<file path="src/hw/lc_pkg.sv">
package lc_pkg;

    // ------------------------------------------------------------
    // register map (byte addresses, one 32-bit word each)
    // ------------------------------------------------------------
    localparam int LC_ADDR_W = 4;
    localparam logic [3:0] LC_OFS_FIRST_TABLE = 4'h0;
    localparam logic [3:0] LC_OFS_SECOND_TABLE = 4'h4;
    localparam logic [3:0] LC_OFS_CFG = 4'h8;
    localparam logic [3:0] LC_OFS_STATUS = 4'hC;

    // ------------------------------------------------------------
    // table sizes and reset values
    // ------------------------------------------------------------
    localparam int LC_WIDE_IN = 4;
    localparam int LC_COMB_IN = 3;
    localparam logic [15:0] LC_RST_TABLE = 16'h0000;
    localparam int LC_CFG_W = 19;
    localparam logic [18:0] LC_RST_CFG = 19'h00000;

    // ------------------------------------------------------------
    // configuration word fields
    // ------------------------------------------------------------
    localparam int LC_CFG_COMB_LSB = 0;
    localparam int LC_CFG_A_AUX = 8;
    localparam int LC_CFG_C_AUX = 9;
    localparam int LC_CFG_XSRC_LSB = 10;
    localparam int LC_CFG_YSRC_LSB = 12;
    localparam int LC_CFG_X_SET = 14;
    localparam int LC_CFG_Y_SET = 15;
    localparam int LC_CFG_LATCH = 16;
    localparam int LC_CFG_XOUT_COMB = 17;
    localparam int LC_CFG_YOUT_COMB = 18;

    // ------------------------------------------------------------
    // status word fields
    // ------------------------------------------------------------
    localparam int LC_ST_XQ = 0;
    localparam int LC_ST_YQ = 1;
    localparam int LC_ST_XOUT = 2;
    localparam int LC_ST_YOUT = 3;

    // low-voltage variant: storage may run as latches
    localparam logic LC_LATCH_CAPABLE = 1'b1;

    typedef enum logic [1:0] {
        LC_SRC_FIRST = 2'h0,
        LC_SRC_SECOND = 2'h1,
        LC_SRC_COMB = 2'h2,
        LC_SRC_DIRECT = 2'h3
    } lc_src_t;

    typedef struct packed {
        logic [7:0] comb_table;
        logic a_from_aux;
        logic c_from_aux;
        lc_src_t x_src;
        lc_src_t y_src;
        logic x_set;
        logic y_set;
        logic latch_mode;
        logic x_out_comb;
        logic y_out_comb;
    } lc_cfg_t;

    typedef struct packed {
        logic [3:0] first_table_inputs;
        logic [3:0] second_table_inputs;
        logic aux_input_one;
        logic aux_input_two;
        logic aux_input_three;
        logic direct_data;
    } lc_fab_t;

endpackage : lc_pkg

</file>
<file path="src/hw/lc_lut.sv">
`timescale 1ns/100ps
module lc_lut #(
    parameter int N = 4
) (
    // contents
    input wire logic [(1<<N)-1:0] table_bits,
    // lookup
    input wire logic [N-1:0] sel,
    output logic out_bit
);
    // delay is the same whatever function is stored
    assign out_bit = table_bits[sel];
endmodule : lc_lut

</file>
<file path="src/hw/lc_store.sv">
`timescale 1ns/100ps
module lc_store (
    // system
    input wire logic clk,
    input wire logic rst,
    // data and shared controls
    input wire logic d,
    input wire logic enable,
    input wire logic edge_hit,
    input wire logic gate_open,
    input wire logic latch_mode,
    input wire logic force_init,
    input wire logic init_val,
    // state
    output logic q
);
    logic q_reg;
    logic q_next;
    logic load;

    // latch follows d while the gate is high, flop only on the edge
    assign load = latch_mode ? gate_open : edge_hit;
    // init wins over enable; enable low holds q unless init is forced
    assign q_next = force_init ? init_val :
                    (enable & load) ? d : q_reg;
    assign q = q_reg;

    always_ff @(posedge clk or posedge rst) begin
        if (rst) begin
            q_reg <= 1'b0;
        end else begin
            q_reg <= q_next;
        end
    end
endmodule : lc_store

</file>
<file path="src/hw/lc_logic_cell.sv">
`timescale 1ns/100ps
module lc_logic_cell
    import lc_pkg::*;
(
    // system
    input wire logic clk,
    input wire logic rst,
    // avalon-mm slave
    input wire logic [LC_ADDR_W-1:0] address,
    input wire logic read,
    input wire logic write,
    input wire logic [31:0] writedata,
    input wire logic [3:0] byteenable,
    output logic [31:0] readdata,
    output logic waitrequest,
    // fabric side
    input wire lc_fab_t fab_in,
    input wire logic storage_timing_input,
    input wire logic storage_update_allow,
    input wire logic preset_or_clear,
    input wire logic global_init,
    // cell outputs
    output logic x_out,
    output logic y_out,
    output logic xq_out,
    output logic yq_out
);

    // ------------------------------------------------------------
    // configuration state
    // ------------------------------------------------------------
    logic [15:0] first_table_reg;
    logic [15:0] first_table_next;
    logic [15:0] second_table_reg;
    logic [15:0] second_table_next;
    logic [LC_CFG_W-1:0] cfg_reg;
    logic [LC_CFG_W-1:0] cfg_next;
    lc_cfg_t cfg;

    // ------------------------------------------------------------
    // configuration fields
    // ------------------------------------------------------------
    // the struct is only a view of the stored word
    assign cfg.comb_table = cfg_reg[LC_CFG_COMB_LSB +: 8];
    assign cfg.a_from_aux = cfg_reg[LC_CFG_A_AUX];
    assign cfg.c_from_aux = cfg_reg[LC_CFG_C_AUX];
    assign cfg.x_src = lc_src_t'(cfg_reg[LC_CFG_XSRC_LSB +: 2]);
    assign cfg.y_src = lc_src_t'(cfg_reg[LC_CFG_YSRC_LSB +: 2]);
    assign cfg.x_set = cfg_reg[LC_CFG_X_SET];
    assign cfg.y_set = cfg_reg[LC_CFG_Y_SET];
    assign cfg.latch_mode = cfg_reg[LC_CFG_LATCH];
    assign cfg.x_out_comb = cfg_reg[LC_CFG_XOUT_COMB];
    assign cfg.y_out_comb = cfg_reg[LC_CFG_YOUT_COMB];

    // ------------------------------------------------------------
    // function generators
    // ------------------------------------------------------------
    logic first_val;
    logic second_val;
    logic comb_val;
    logic comb_a;
    logic comb_c;
    logic [LC_COMB_IN-1:0] comb_sel;

    lc_lut #(.N(LC_WIDE_IN)) u_first_lookup_table (
        .table_bits(first_table_reg),
        .sel(fab_in.first_table_inputs),
        .out_bit(first_val)
    );

    lc_lut #(.N(LC_WIDE_IN)) u_second_lookup_table (
        .table_bits(second_table_reg),
        .sel(fab_in.second_table_inputs),
        .out_bit(second_val)
    );

    // ------------------------------------------------------------
    // combining table inputs
    // ------------------------------------------------------------
    // steered inputs: table output or a cell input
    assign comb_a = cfg.a_from_aux ? fab_in.aux_input_two : first_val;
    assign comb_c = cfg.c_from_aux ? fab_in.aux_input_three :
                    second_val;
    // middle input always straight from the cell pin; with both tables
    // steered in, this gives 4+4+1 inputs, with both tables on the same four inputs and aux
    // input one as select bit, any five-input function
    assign comb_sel = {comb_c, fab_in.aux_input_one, comb_a};

    lc_lut #(.N(LC_COMB_IN)) u_combining_lookup_table (
        .table_bits(cfg.comb_table),
        .sel(comb_sel),
        .out_bit(comb_val)
    );

    // ------------------------------------------------------------
    // unregistered outputs
    // ------------------------------------------------------------
    // only two combinational paths leave; a third function has to be
    // taken out through a storage element
    assign x_out = cfg.x_out_comb ? comb_val : first_val;
    assign y_out = cfg.y_out_comb ? comb_val : second_val;

    // ------------------------------------------------------------
    // storage elements
    // ------------------------------------------------------------
    logic timing_prev_reg;
    logic timing_edge;
    logic init_force;
    logic latch_on;
    logic x_d;
    logic y_d;
    logic x_pick_first;
    logic x_pick_second;
    logic x_pick_comb;
    logic y_pick_first;
    logic y_pick_second;
    logic y_pick_comb;

    // one wire per source choice except the last, direct data, which has none
    assign x_pick_first = cfg.x_src == LC_SRC_FIRST;
    assign x_pick_second = cfg.x_src == LC_SRC_SECOND;
    assign x_pick_comb = cfg.x_src == LC_SRC_COMB;
    assign y_pick_first = cfg.y_src == LC_SRC_FIRST;
    assign y_pick_second = cfg.y_src == LC_SRC_SECOND;
    assign y_pick_comb = cfg.y_src == LC_SRC_COMB;

    // aux input one reaches either element through the combining table
    assign x_d = x_pick_first ? first_val :
                 x_pick_second ? second_val :
                 x_pick_comb ? comb_val :
                 fab_in.direct_data;
    assign y_d = y_pick_first ? first_val :
                 y_pick_second ? second_val :
                 y_pick_comb ? comb_val :
                 fab_in.direct_data;

    // ------------------------------------------------------------
    // shared controls
    // ------------------------------------------------------------
    // timing input is sampled on clk, so it must be slower than clk/2
    assign timing_edge = storage_timing_input & ~timing_prev_reg;
    assign init_force = global_init | preset_or_clear;
    assign latch_on = cfg.latch_mode & LC_LATCH_CAPABLE;

    always_ff @(posedge clk or posedge rst) begin
        if (rst) begin
            timing_prev_reg <= 1'b0;
        end else begin
            timing_prev_reg <= storage_timing_input;
        end
    end

    lc_store u_x_store (
        .clk(clk),
        .rst(rst),
        .d(x_d),
        .enable(storage_update_allow),
        .edge_hit(timing_edge),
        .gate_open(storage_timing_input),
        .latch_mode(latch_on),
        .force_init(init_force),
        .init_val(cfg.x_set),
        .q(xq_out)
    );

    lc_store u_y_store (
        .clk(clk),
        .rst(rst),
        .d(y_d),
        .enable(storage_update_allow),
        .edge_hit(timing_edge),
        .gate_open(storage_timing_input),
        .latch_mode(latch_on),
        .force_init(init_force),
        .init_val(cfg.y_set),
        .q(yq_out)
    );

    // ------------------------------------------------------------
    // register bus
    // ------------------------------------------------------------
    logic wait_reg;
    logic wait_next;
    logic [31:0] rdata_reg;
    logic [31:0] rdata_next;
    logic bus_req;
    logic wr_take;
    logic hit_first;
    logic hit_second;
    logic hit_cfg;
    logic hit_status;
    logic [31:0] be_mask;
    logic [31:0] merge_first;
    logic [31:0] merge_second;
    logic [31:0] merge_cfg;
    logic [31:0] status_word;
    logic rd_take;
    logic wr_first;
    logic wr_second;
    logic wr_cfg;
    logic [31:0] first_word;
    logic [31:0] second_word;
    logic [31:0] cfg_word;
    logic [31:0] hit_word;

    // ------------------------------------------------------------
    // handshake
    // ------------------------------------------------------------
    assign bus_req = read | write;
    // one wait cycle keeps read data a plain register
    assign wait_next = wait_reg ? ~bus_req : 1'b1;
    // a write lands only at the edge where waitrequest is seen low
    assign wr_take = write & ~wait_reg;
    // read data is loaded one edge early, so that it stands while
    // waitrequest is low
    assign rd_take = read & wait_reg;

    // ------------------------------------------------------------
    // address decode
    // ------------------------------------------------------------
    assign hit_first = address == LC_OFS_FIRST_TABLE;
    assign hit_second = address == LC_OFS_SECOND_TABLE;
    assign hit_cfg = address == LC_OFS_CFG;
    assign hit_status = address == LC_OFS_STATUS;
    // status gets no write strobe, so it stays read-only
    assign wr_first = wr_take & hit_first;
    assign wr_second = wr_take & hit_second;
    assign wr_cfg = wr_take & hit_cfg;

    // ------------------------------------------------------------
    // write path
    // ------------------------------------------------------------
    // bits above a register's width read zero and are dropped on write
    assign first_word = {16'h0000, first_table_reg};
    assign second_word = {16'h0000, second_table_reg};
    assign cfg_word = {13'h0000, cfg_reg};
    assign be_mask = {{8{byteenable[3]}}, {8{byteenable[2]}},
                      {8{byteenable[1]}}, {8{byteenable[0]}}};
    assign merge_first = (first_word & ~be_mask) | (writedata & be_mask);
    assign merge_second = (second_word & ~be_mask) | (writedata & be_mask);
    assign merge_cfg = (cfg_word & ~be_mask) | (writedata & be_mask);

    assign first_table_next = wr_first ? merge_first[15:0] : first_table_reg;
    assign second_table_next = wr_second ?
                               merge_second[15:0] : second_table_reg;
    assign cfg_next = wr_cfg ? merge_cfg[LC_CFG_W-1:0] : cfg_reg;

    // ------------------------------------------------------------
    // read path
    // ------------------------------------------------------------
    always_comb begin
        status_word = 32'h00000000;
        status_word[LC_ST_XQ] = xq_out;
        status_word[LC_ST_YQ] = yq_out;
        status_word[LC_ST_XOUT] = x_out;
        status_word[LC_ST_YOUT] = y_out;
    end

    // unmapped addresses read zero and ignore writes
    assign hit_word = hit_first ? first_word :
                      hit_second ? second_word :
                      hit_cfg ? cfg_word :
                      hit_status ? status_word : 32'h00000000;
    // readdata holds between reads, so a late sample still sees it
    assign rdata_next = rd_take ? hit_word : rdata_reg;

    // ------------------------------------------------------------
    // register state
    // ------------------------------------------------------------
    always_ff @(posedge clk or posedge rst) begin
        if (rst) begin
            first_table_reg <= LC_RST_TABLE;
            second_table_reg <= LC_RST_TABLE;
            cfg_reg <= LC_RST_CFG;
            wait_reg <= 1'b1;
            rdata_reg <= 32'h00000000;
        end else begin
            first_table_reg <= first_table_next;
            second_table_reg <= second_table_next;
            cfg_reg <= cfg_next;
            wait_reg <= wait_next;
            rdata_reg <= rdata_next;
        end
    end

    // ------------------------------------------------------------
    // bus outputs
    // ------------------------------------------------------------
    assign readdata = rdata_reg;
    assign waitrequest = wait_reg;

endmodule : lc_logic_cell

</file>
<file path="config.mk">
export PLATFORM = sky130hd
export DESIGN_NAME = lc_logic_cell
export DESIGN_NICKNAME = d
export VERILOG_FILES = /design/src/hw/lc_pkg.sv /design/src/hw/lc_lut.sv /design/src/hw/lc_store.sv /design/src/hw/lc_logic_cell.sv
export SDC_FILE = /design/constraint.sdc
export NUM_CORES = 1
export LEC_CHECK = 0
export BUFFER_PORTS_ARGS = -buffer_cell sky130_fd_sc_hd__clkbuf_2
export CAP_MARGIN = 5
export CORE_UTILIZATION = 53
export CTS_CLUSTER_SIZE = 14
export DETAILED_ROUTE_END_ITERATION = 8
export PLACE_DENSITY_LB_ADDON = 0.3
export SYNTH_ARGS = -nofsm -noshare
export SYNTH_HDL_FRONTEND = slang
export SYNTH_SLANG_ARGS = --single-unit
</file>
<file path="constraint.sdc">
create_clock -name clk -period 2.65 [get_ports clk]
set_clock_uncertainty 0.15 [all_clocks]
set_input_delay 0.1325 -clock clk [delete_from_list [all_inputs] [get_ports clk]]
set_output_delay 0.1325 -clock clk [all_outputs]
set_load 0.01 [all_outputs]
</file>
# --- Yosys cells after proc, flatten, opt, wreduce, memory -nomap -nowiden ---
# Index checks and enable logic that the tools add are counted.
word_totals:
  reg_bits: 87
  elab_cells: 68
op_classes:
  order_cmp: 3
  n_eq_ne: 7
  mux: 26
  n_bitwise: 20
  reduce_logical: 4
ops:
  columns: ["operator", "n"]
  rows:
  - ["$mux 19", 3]
  - ["$and 19x19->19", 2]
  - ["$and 16x16->16", 2]
  - ["$or 16x16->16", 2]
  - ["$mux 1", 19]
  - ["$not 19->19", 1]
  - ["$or 19x19->19", 1]
  - ["$lt 4x5->1 const B", 2]
  - ["$bmux 1 s4", 2]
  - ["$eq 4x4->1 const B", 2]
  - ["$and 1x1->1", 7]
  - ["$eq 2x1->1 const B", 2]
  - ["$eq 2x2->1 const B", 2]
  - ["$eq 4x3->1 const B", 1]
  - ["$logic_not 2->1", 2]
  - ["$logic_not 4->1", 1]
  - ["$lt 3x4->1 const B", 1]
  - ["$mux 4", 1]
  - ["$bmux 1 s3", 1]
  - ["$not 1->1", 3]
  - ["$or 1x1->1", 2]
  - ["$reduce_bool 2->1", 1]

# --- Logic depth before layout (Yosys ltp) ---
depth:
  depth_word: 10
  ltp_mapped: 8
  ltp_nobuf: 6

# --- By module ---
# A second synthesis with hierarchy kept.
hier_totals:
  cells_unflattened: 304
  area_unflattened_um2: 3842.4
by_module_without_submodules:
  columns: ["mod", "instances", "cells_each", "area_per_inst_um2", "seq_area_each_um2"]
  rows:
  - ["lc_logic_cell", 1, 273, 3363.2, 1803.0]
  - ["lc_lut (u_first_lookup_table ...)", 2, 7, 135.1, 0.0]
  - ["lc_store", 2, 7, 72.6, 25.0]
  - ["lc_lut (u_combining_lookup_table)", 1, 3, 63.8, 0.0]

# --- Worst setup path before layout ---
# Ideal clock, no wire load.
synth_path:
  path_type: "reg-to-reg"
  start: "reg (tool-made name)"
  end: "reg u_x_store.q_reg (netlist: u_x_store.q)"
  setup_ns: 0.129
  t_arrival_ns: 1.807
  slack_ns: 0.564
  path_stages_with_launch: 7
  cell_sequence: "dfrtp_1 -> mux4_1 -> mux4_1 -> mux2i_1 -> nor2b_1 -> o21bai_1 -> o41ai_2"
synth_rtl:
  columns: ["item", "line", "rtl"]
  rows:
  - ["to (signal assigned)", "lc_store.sv:32", "q_reg <= q_next;"]
  - ["to (decl)", "lc_store.sv:17", "logic q_reg;"]

==> qor.log <==
INFO  outcome        outcome=finished, violations left
INFO  outcome        failed_checks=setup timing
INFO  grt            grt_most_used_layer=met2
INFO  power          share_clk_of_total_power=30.9%
INFO  yosys          synthesis.yosys.warnings=0
INFO  cts            clk_path_buf_depth=2
INFO  job            timing.max_cap.violations=0
INFO  sta            grt_setup_unrepaired=true
INFO  floorplan      core=6832um2
INFO  floorplan      die_w=86.55um
INFO  power          worst_ir_drop_vdd=0.0002789V
INFO  drt            routed_wirelength=9326um
INFO  setup_path     worst-r2r-setup-slack=0.08ns
INFO  floorplan      die-height=86.55um
INFO  place          place_congestion=0.8719
INFO  power          net-switching-power=829.5uW
INFO  sta            tns=-0.03082ns
INFO  hold_path      min-delay-path-class=input pin to flop
INFO  drt            vias=2981
INFO  cts            cts_sinks=74
INFO  setup_path     critPathMaxStageDelay=0.50ns
INFO  sta            period_needed=2.669ns
INFO  sta            maxSlewHeadroom=64.34%
INFO  drt            drtIter0Drc=221
INFO  finish         design.final.nets=464
INFO  grt            met3_usage=3.905%
INFO  finish         final_util=68.41%
INFO  setup_path     critPathTopFamily=multiplexers
INFO  setup_path     crit_slowest_cell=sky130_fd_sc_hd__mux4_2
INFO  floorplan      ioPinCount=97
INFO  sta            fin_crit_sh=100.7%
INFO  cts            clkTransAtPathRegs=0.07ns
INFO  power          power_frac_comb=20.9%
INFO  setup_path     crit_type=flop to output pin
INFO  sta            final_max_slew_viol_count=0
INFO  finish         layout_stage_area_growth_over_the_synthesis_result=23.35%
INFO  cts            cts_buffers=9
INFO  setup_path     worst-endpoint-required=2.37ns
INFO  finish         finalInstanceArea=4673um2
INFO  drt            remaining_drc_errors=0
INFO  sta            final.setup.worst_slack=-0.01884ns
INFO  yosys          synth_cell_types=32
INFO  power          seq_power_share=48.2%
INFO  sta            slew_of_the_pin_with_the_lowest_slew_margin=0.5320ns
INFO  setup_path     end_kind=output pin
INFO  floorplan      rows=30
INFO  finish         post_route_cells_drive_above_1_share=41.56%
INFO  place          dp_hpwl=6915um
INFO  sta            max_clk_rate=374.7MHz
INFO  hold_path      min-delay-start=byteenable[2]
INFO  power          powerDensity=618.1nW/um2
INFO  power          power.leakage=0.002285uW
INFO  finish         final-instance-count-excl-fill=505
INFO  setup_path     timing.critical_path.buf_inv=1
INFO  cts            ctsRootBufferMaster=sky130_fd_sc_hd__clkbuf_8
INFO  drt            postRouteAntennaNets=0
INFO  place          numPortBuffers=69
INFO  drt            detail_route.first_pass.iterations=5
INFO  setup_path     critical_path_start_type=flop
INFO  grt            grt_pass1_vias=2909
INFO  power          power.switching_fraction=28.71%
INFO  grt            pin_count_of_the_biggest_net_entering_global_routing=29
INFO  power          power.internal=2059uW
INFO  yosys          avgSynthCellArea=12.50um2
INFO  floorplan      initial_utilization=55.46%
INFO  setup_path     data_arrival_time_of_the_critical_path=2.39ns
INFO  place          placed_cell_area=4209um2
INFO  cts            cts.htree.levels=3
INFO  grt            gr-usage-all-layers=26.95%
INFO  cts            clk_latency=0.35ns
INFO  drt            detail_route.vias_per_cell=5.903
INFO  yosys          syn-instance-count=303
INFO  sta            final-setup-viol-count=2
INFO  yosys          yosys_register_bits=74
INFO  grt            gr-total-overflow=0
INFO  floorplan      die_area=7491um2
INFO  setup_path     cp_cell_sequence=mux4_2, mux2i_1, o221ai_2, mux2i_2, o22ai_2, nor2_1, clkbuf_2
INFO  drt            wire_per_inst=18.47um
INFO  sta            hold_ws=0.02112ns
INFO  grt            use_met2=42.50%
INFO  grt            gr_util_met1=35.83%
INFO  place          place.detailed.instances=462
INFO  cts            cts_tree=yes
INFO  sta            report.final.hold_viol_count=0
INFO  yosys          synth_area=3789um2
INFO  yosys          synth_seq_area_share=48.91%
INFO  grt            antenna_found_initial=0
INFO  finish         number_of_inserted_diodes=0
INFO  setup_path     critical_path.max_fanout=3
INFO  grt            global_route_wire_length_before_repair=14750um
[cell families after synthesis]
kind of cell	share of synthesized area, %
multiplexers	29.56
flip-flops	48.91
AO/OA/AOI/OAI	10.57
AND/OR/NAND/NOR	7.001
buffers and inverters	3.864
other	0.09898
[metal layers]
layer  share of wire (%)  vias up  wire (um)
met5                   0        -          0
met4                 4.5        0        422
met3                 6.7       32        629
met2                  46      153       4334
met1                  42     1488       3939
li1                    -     1308          -
[stage by stage]
step                power, uW  setup slack [ns]
global route             3006           -0.1030
finish                   2889          -0.01884
detailed placement       1949            0.2398
global placement         1921            0.3369
floorplan                1750            0.4875
CTS                      2885          0.002214
[placed cells by master, fill, tap and decap left out]
cell type / instances
sky130_fd_sc_hd__nand2_1: 25
sky130_fd_sc_hd__nor2b_1: 8
sky130_fd_sc_hd__mux4_1: 1
sky130_fd_sc_hd__mux4_2: 10
sky130_fd_sc_hd__clkinv_2: 3
sky130_fd_sc_hd__o31ai_1: 3
sky130_fd_sc_hd__conb_1: 13
sky130_fd_sc_hd__buf_4: 11
sky130_fd_sc_hd__dlygate4sd3_1: 23
sky130_fd_sc_hd__o221ai_2: 1
sky130_fd_sc_hd__and3_1: 2
sky130_fd_sc_hd__mux2_2: 52
sky130_fd_sc_hd__dfrtp_1: 73
sky130_fd_sc_hd__o22ai_2: 2
sky130_fd_sc_hd__inv_2: 1
sky130_fd_sc_hd__o22ai_1: 4
sky130_fd_sc_hd__nor2_1: 8
sky130_fd_sc_hd__o41ai_2: 2
sky130_fd_sc_hd__nand4b_1: 1
sky130_fd_sc_hd__o211ai_1: 4
sky130_fd_sc_hd__clkbuf_2: 69
sky130_fd_sc_hd__clkinvlp_4: 1
sky130_fd_sc_hd__nor2_2: 1
sky130_fd_sc_hd__or2_2: 2
sky130_fd_sc_hd__o21bai_1: 2
sky130_fd_sc_hd__and4b_1: 1
sky130_fd_sc_hd__a21oi_1: 4
sky130_fd_sc_hd__nor3b_1: 1
sky130_fd_sc_hd__bufinv_16: 1
sky130_fd_sc_hd__nor3_1: 2
sky130_fd_sc_hd__clkbuf_8: 11
sky130_fd_sc_hd__nand3_1: 4
sky130_fd_sc_hd__nand2b_1: 1
sky130_fd_sc_hd__a22o_1: 14
sky130_fd_sc_hd__mux2i_2: 2
sky130_fd_sc_hd__dfstp_2: 1
sky130_fd_sc_hd__mux2i_1: 24
sky130_fd_sc_hd__o21ai_0: 21
[cell type report]
type	count	area, um2
Clock inverter	5	52.55
Clock buffer	11	151.4
Sequential cell	74	1853
Tap cell	96	120.1
Inverter	1	3.754
Multi-Input combinational cell	215	1834
Fill cell	514	2158
Timing Repair Buffer	103	658.1
[cell usage after synthesis]
library cell               number  share of area (%)
sky130_fd_sc_hd__nand2b_1       1               0.17
sky130_fd_sc_hd__mux4_2         6                3.6
sky130_fd_sc_hd__o31ai_1        3               0.59
sky130_fd_sc_hd__and3_1         2               0.33
sky130_fd_sc_hd__o21bai_1       2               0.40
sky130_fd_sc_hd__o21ai_0       21                2.8
sky130_fd_sc_hd__mux2_2        52                 15
sky130_fd_sc_hd__o211ai_1       4               0.79
sky130_fd_sc_hd__o41ai_2        2               0.86
sky130_fd_sc_hd__and4b_1        1               0.26
sky130_fd_sc_hd__buf_4         13                2.6
sky130_fd_sc_hd__nand4b_1       1               0.23
sky130_fd_sc_hd__o221ai_2       1               0.40
sky130_fd_sc_hd__or2_2          2               0.33
sky130_fd_sc_hd__nor2_1         9               0.89
sky130_fd_sc_hd__mux2i_1       24                6.3
sky130_fd_sc_hd__buf_1          4               0.40
sky130_fd_sc_hd__nor3b_1        1               0.20
sky130_fd_sc_hd__nor3_1         2               0.26
sky130_fd_sc_hd__o22ai_1        6               0.99
sky130_fd_sc_hd__mux2i_2        2               0.73
sky130_fd_sc_hd__clkbuf_1       8               0.79
sky130_fd_sc_hd__dfrtp_1       73                 48
sky130_fd_sc_hd__mux4_1         5                3.5
sky130_fd_sc_hd__a22o_1        14                3.2
sky130_fd_sc_hd__inv_1          1              0.099
sky130_fd_sc_hd__nand2_1       25                2.5
sky130_fd_sc_hd__dfstp_2        1               0.69
sky130_fd_sc_hd__nor2b_1        8                1.3
sky130_fd_sc_hd__a21oi_1        4               0.53
sky130_fd_sc_hd__conb_1         1              0.099
sky130_fd_sc_hd__nand3_1        4               0.53
[power by group through the flow]
stage / sequential (uW) / clock (uW) / combinational, uW
after CTS: 1390 / 902 / 595
after detailed placement: 1410 / 0 / 540
after global placement: 1400 / 0 / 520
final: 1390 / 893 / 603
after global routing: 1410 / 947 / 652
after floorplan: 1370 / 0 / 385
[worst register-to-register path, delay by kind of cell (launching register included)]
family	cells	cell delay (ns)
AOI/OAI and AO/OA	3	0.61
DFF	1	0.41
buffers and inverters	2	0.27
muxes	3	1.03
[worst paths after layout]
kind / to / cells past startpoint
max in group asynchronous: async pin / 4
min reg2reg: readdata[17] / 2
max: x_out / 7
min: flop / 3
max reg2reg: u_x_store.q / 8
min in group asynchronous: readdata[4] / 3
[timing repair]
item | in CTS | in global routing
hold buffers | 23 | 0
resized for setup | 6 | 1
pin swaps | 4 | 1
endpoints found under the setup margin | 2 | 2
buffers inserted | 4 | 0
endpoints found under the hold margin | 75 | 0
Power figures use the tool's default switching activity.
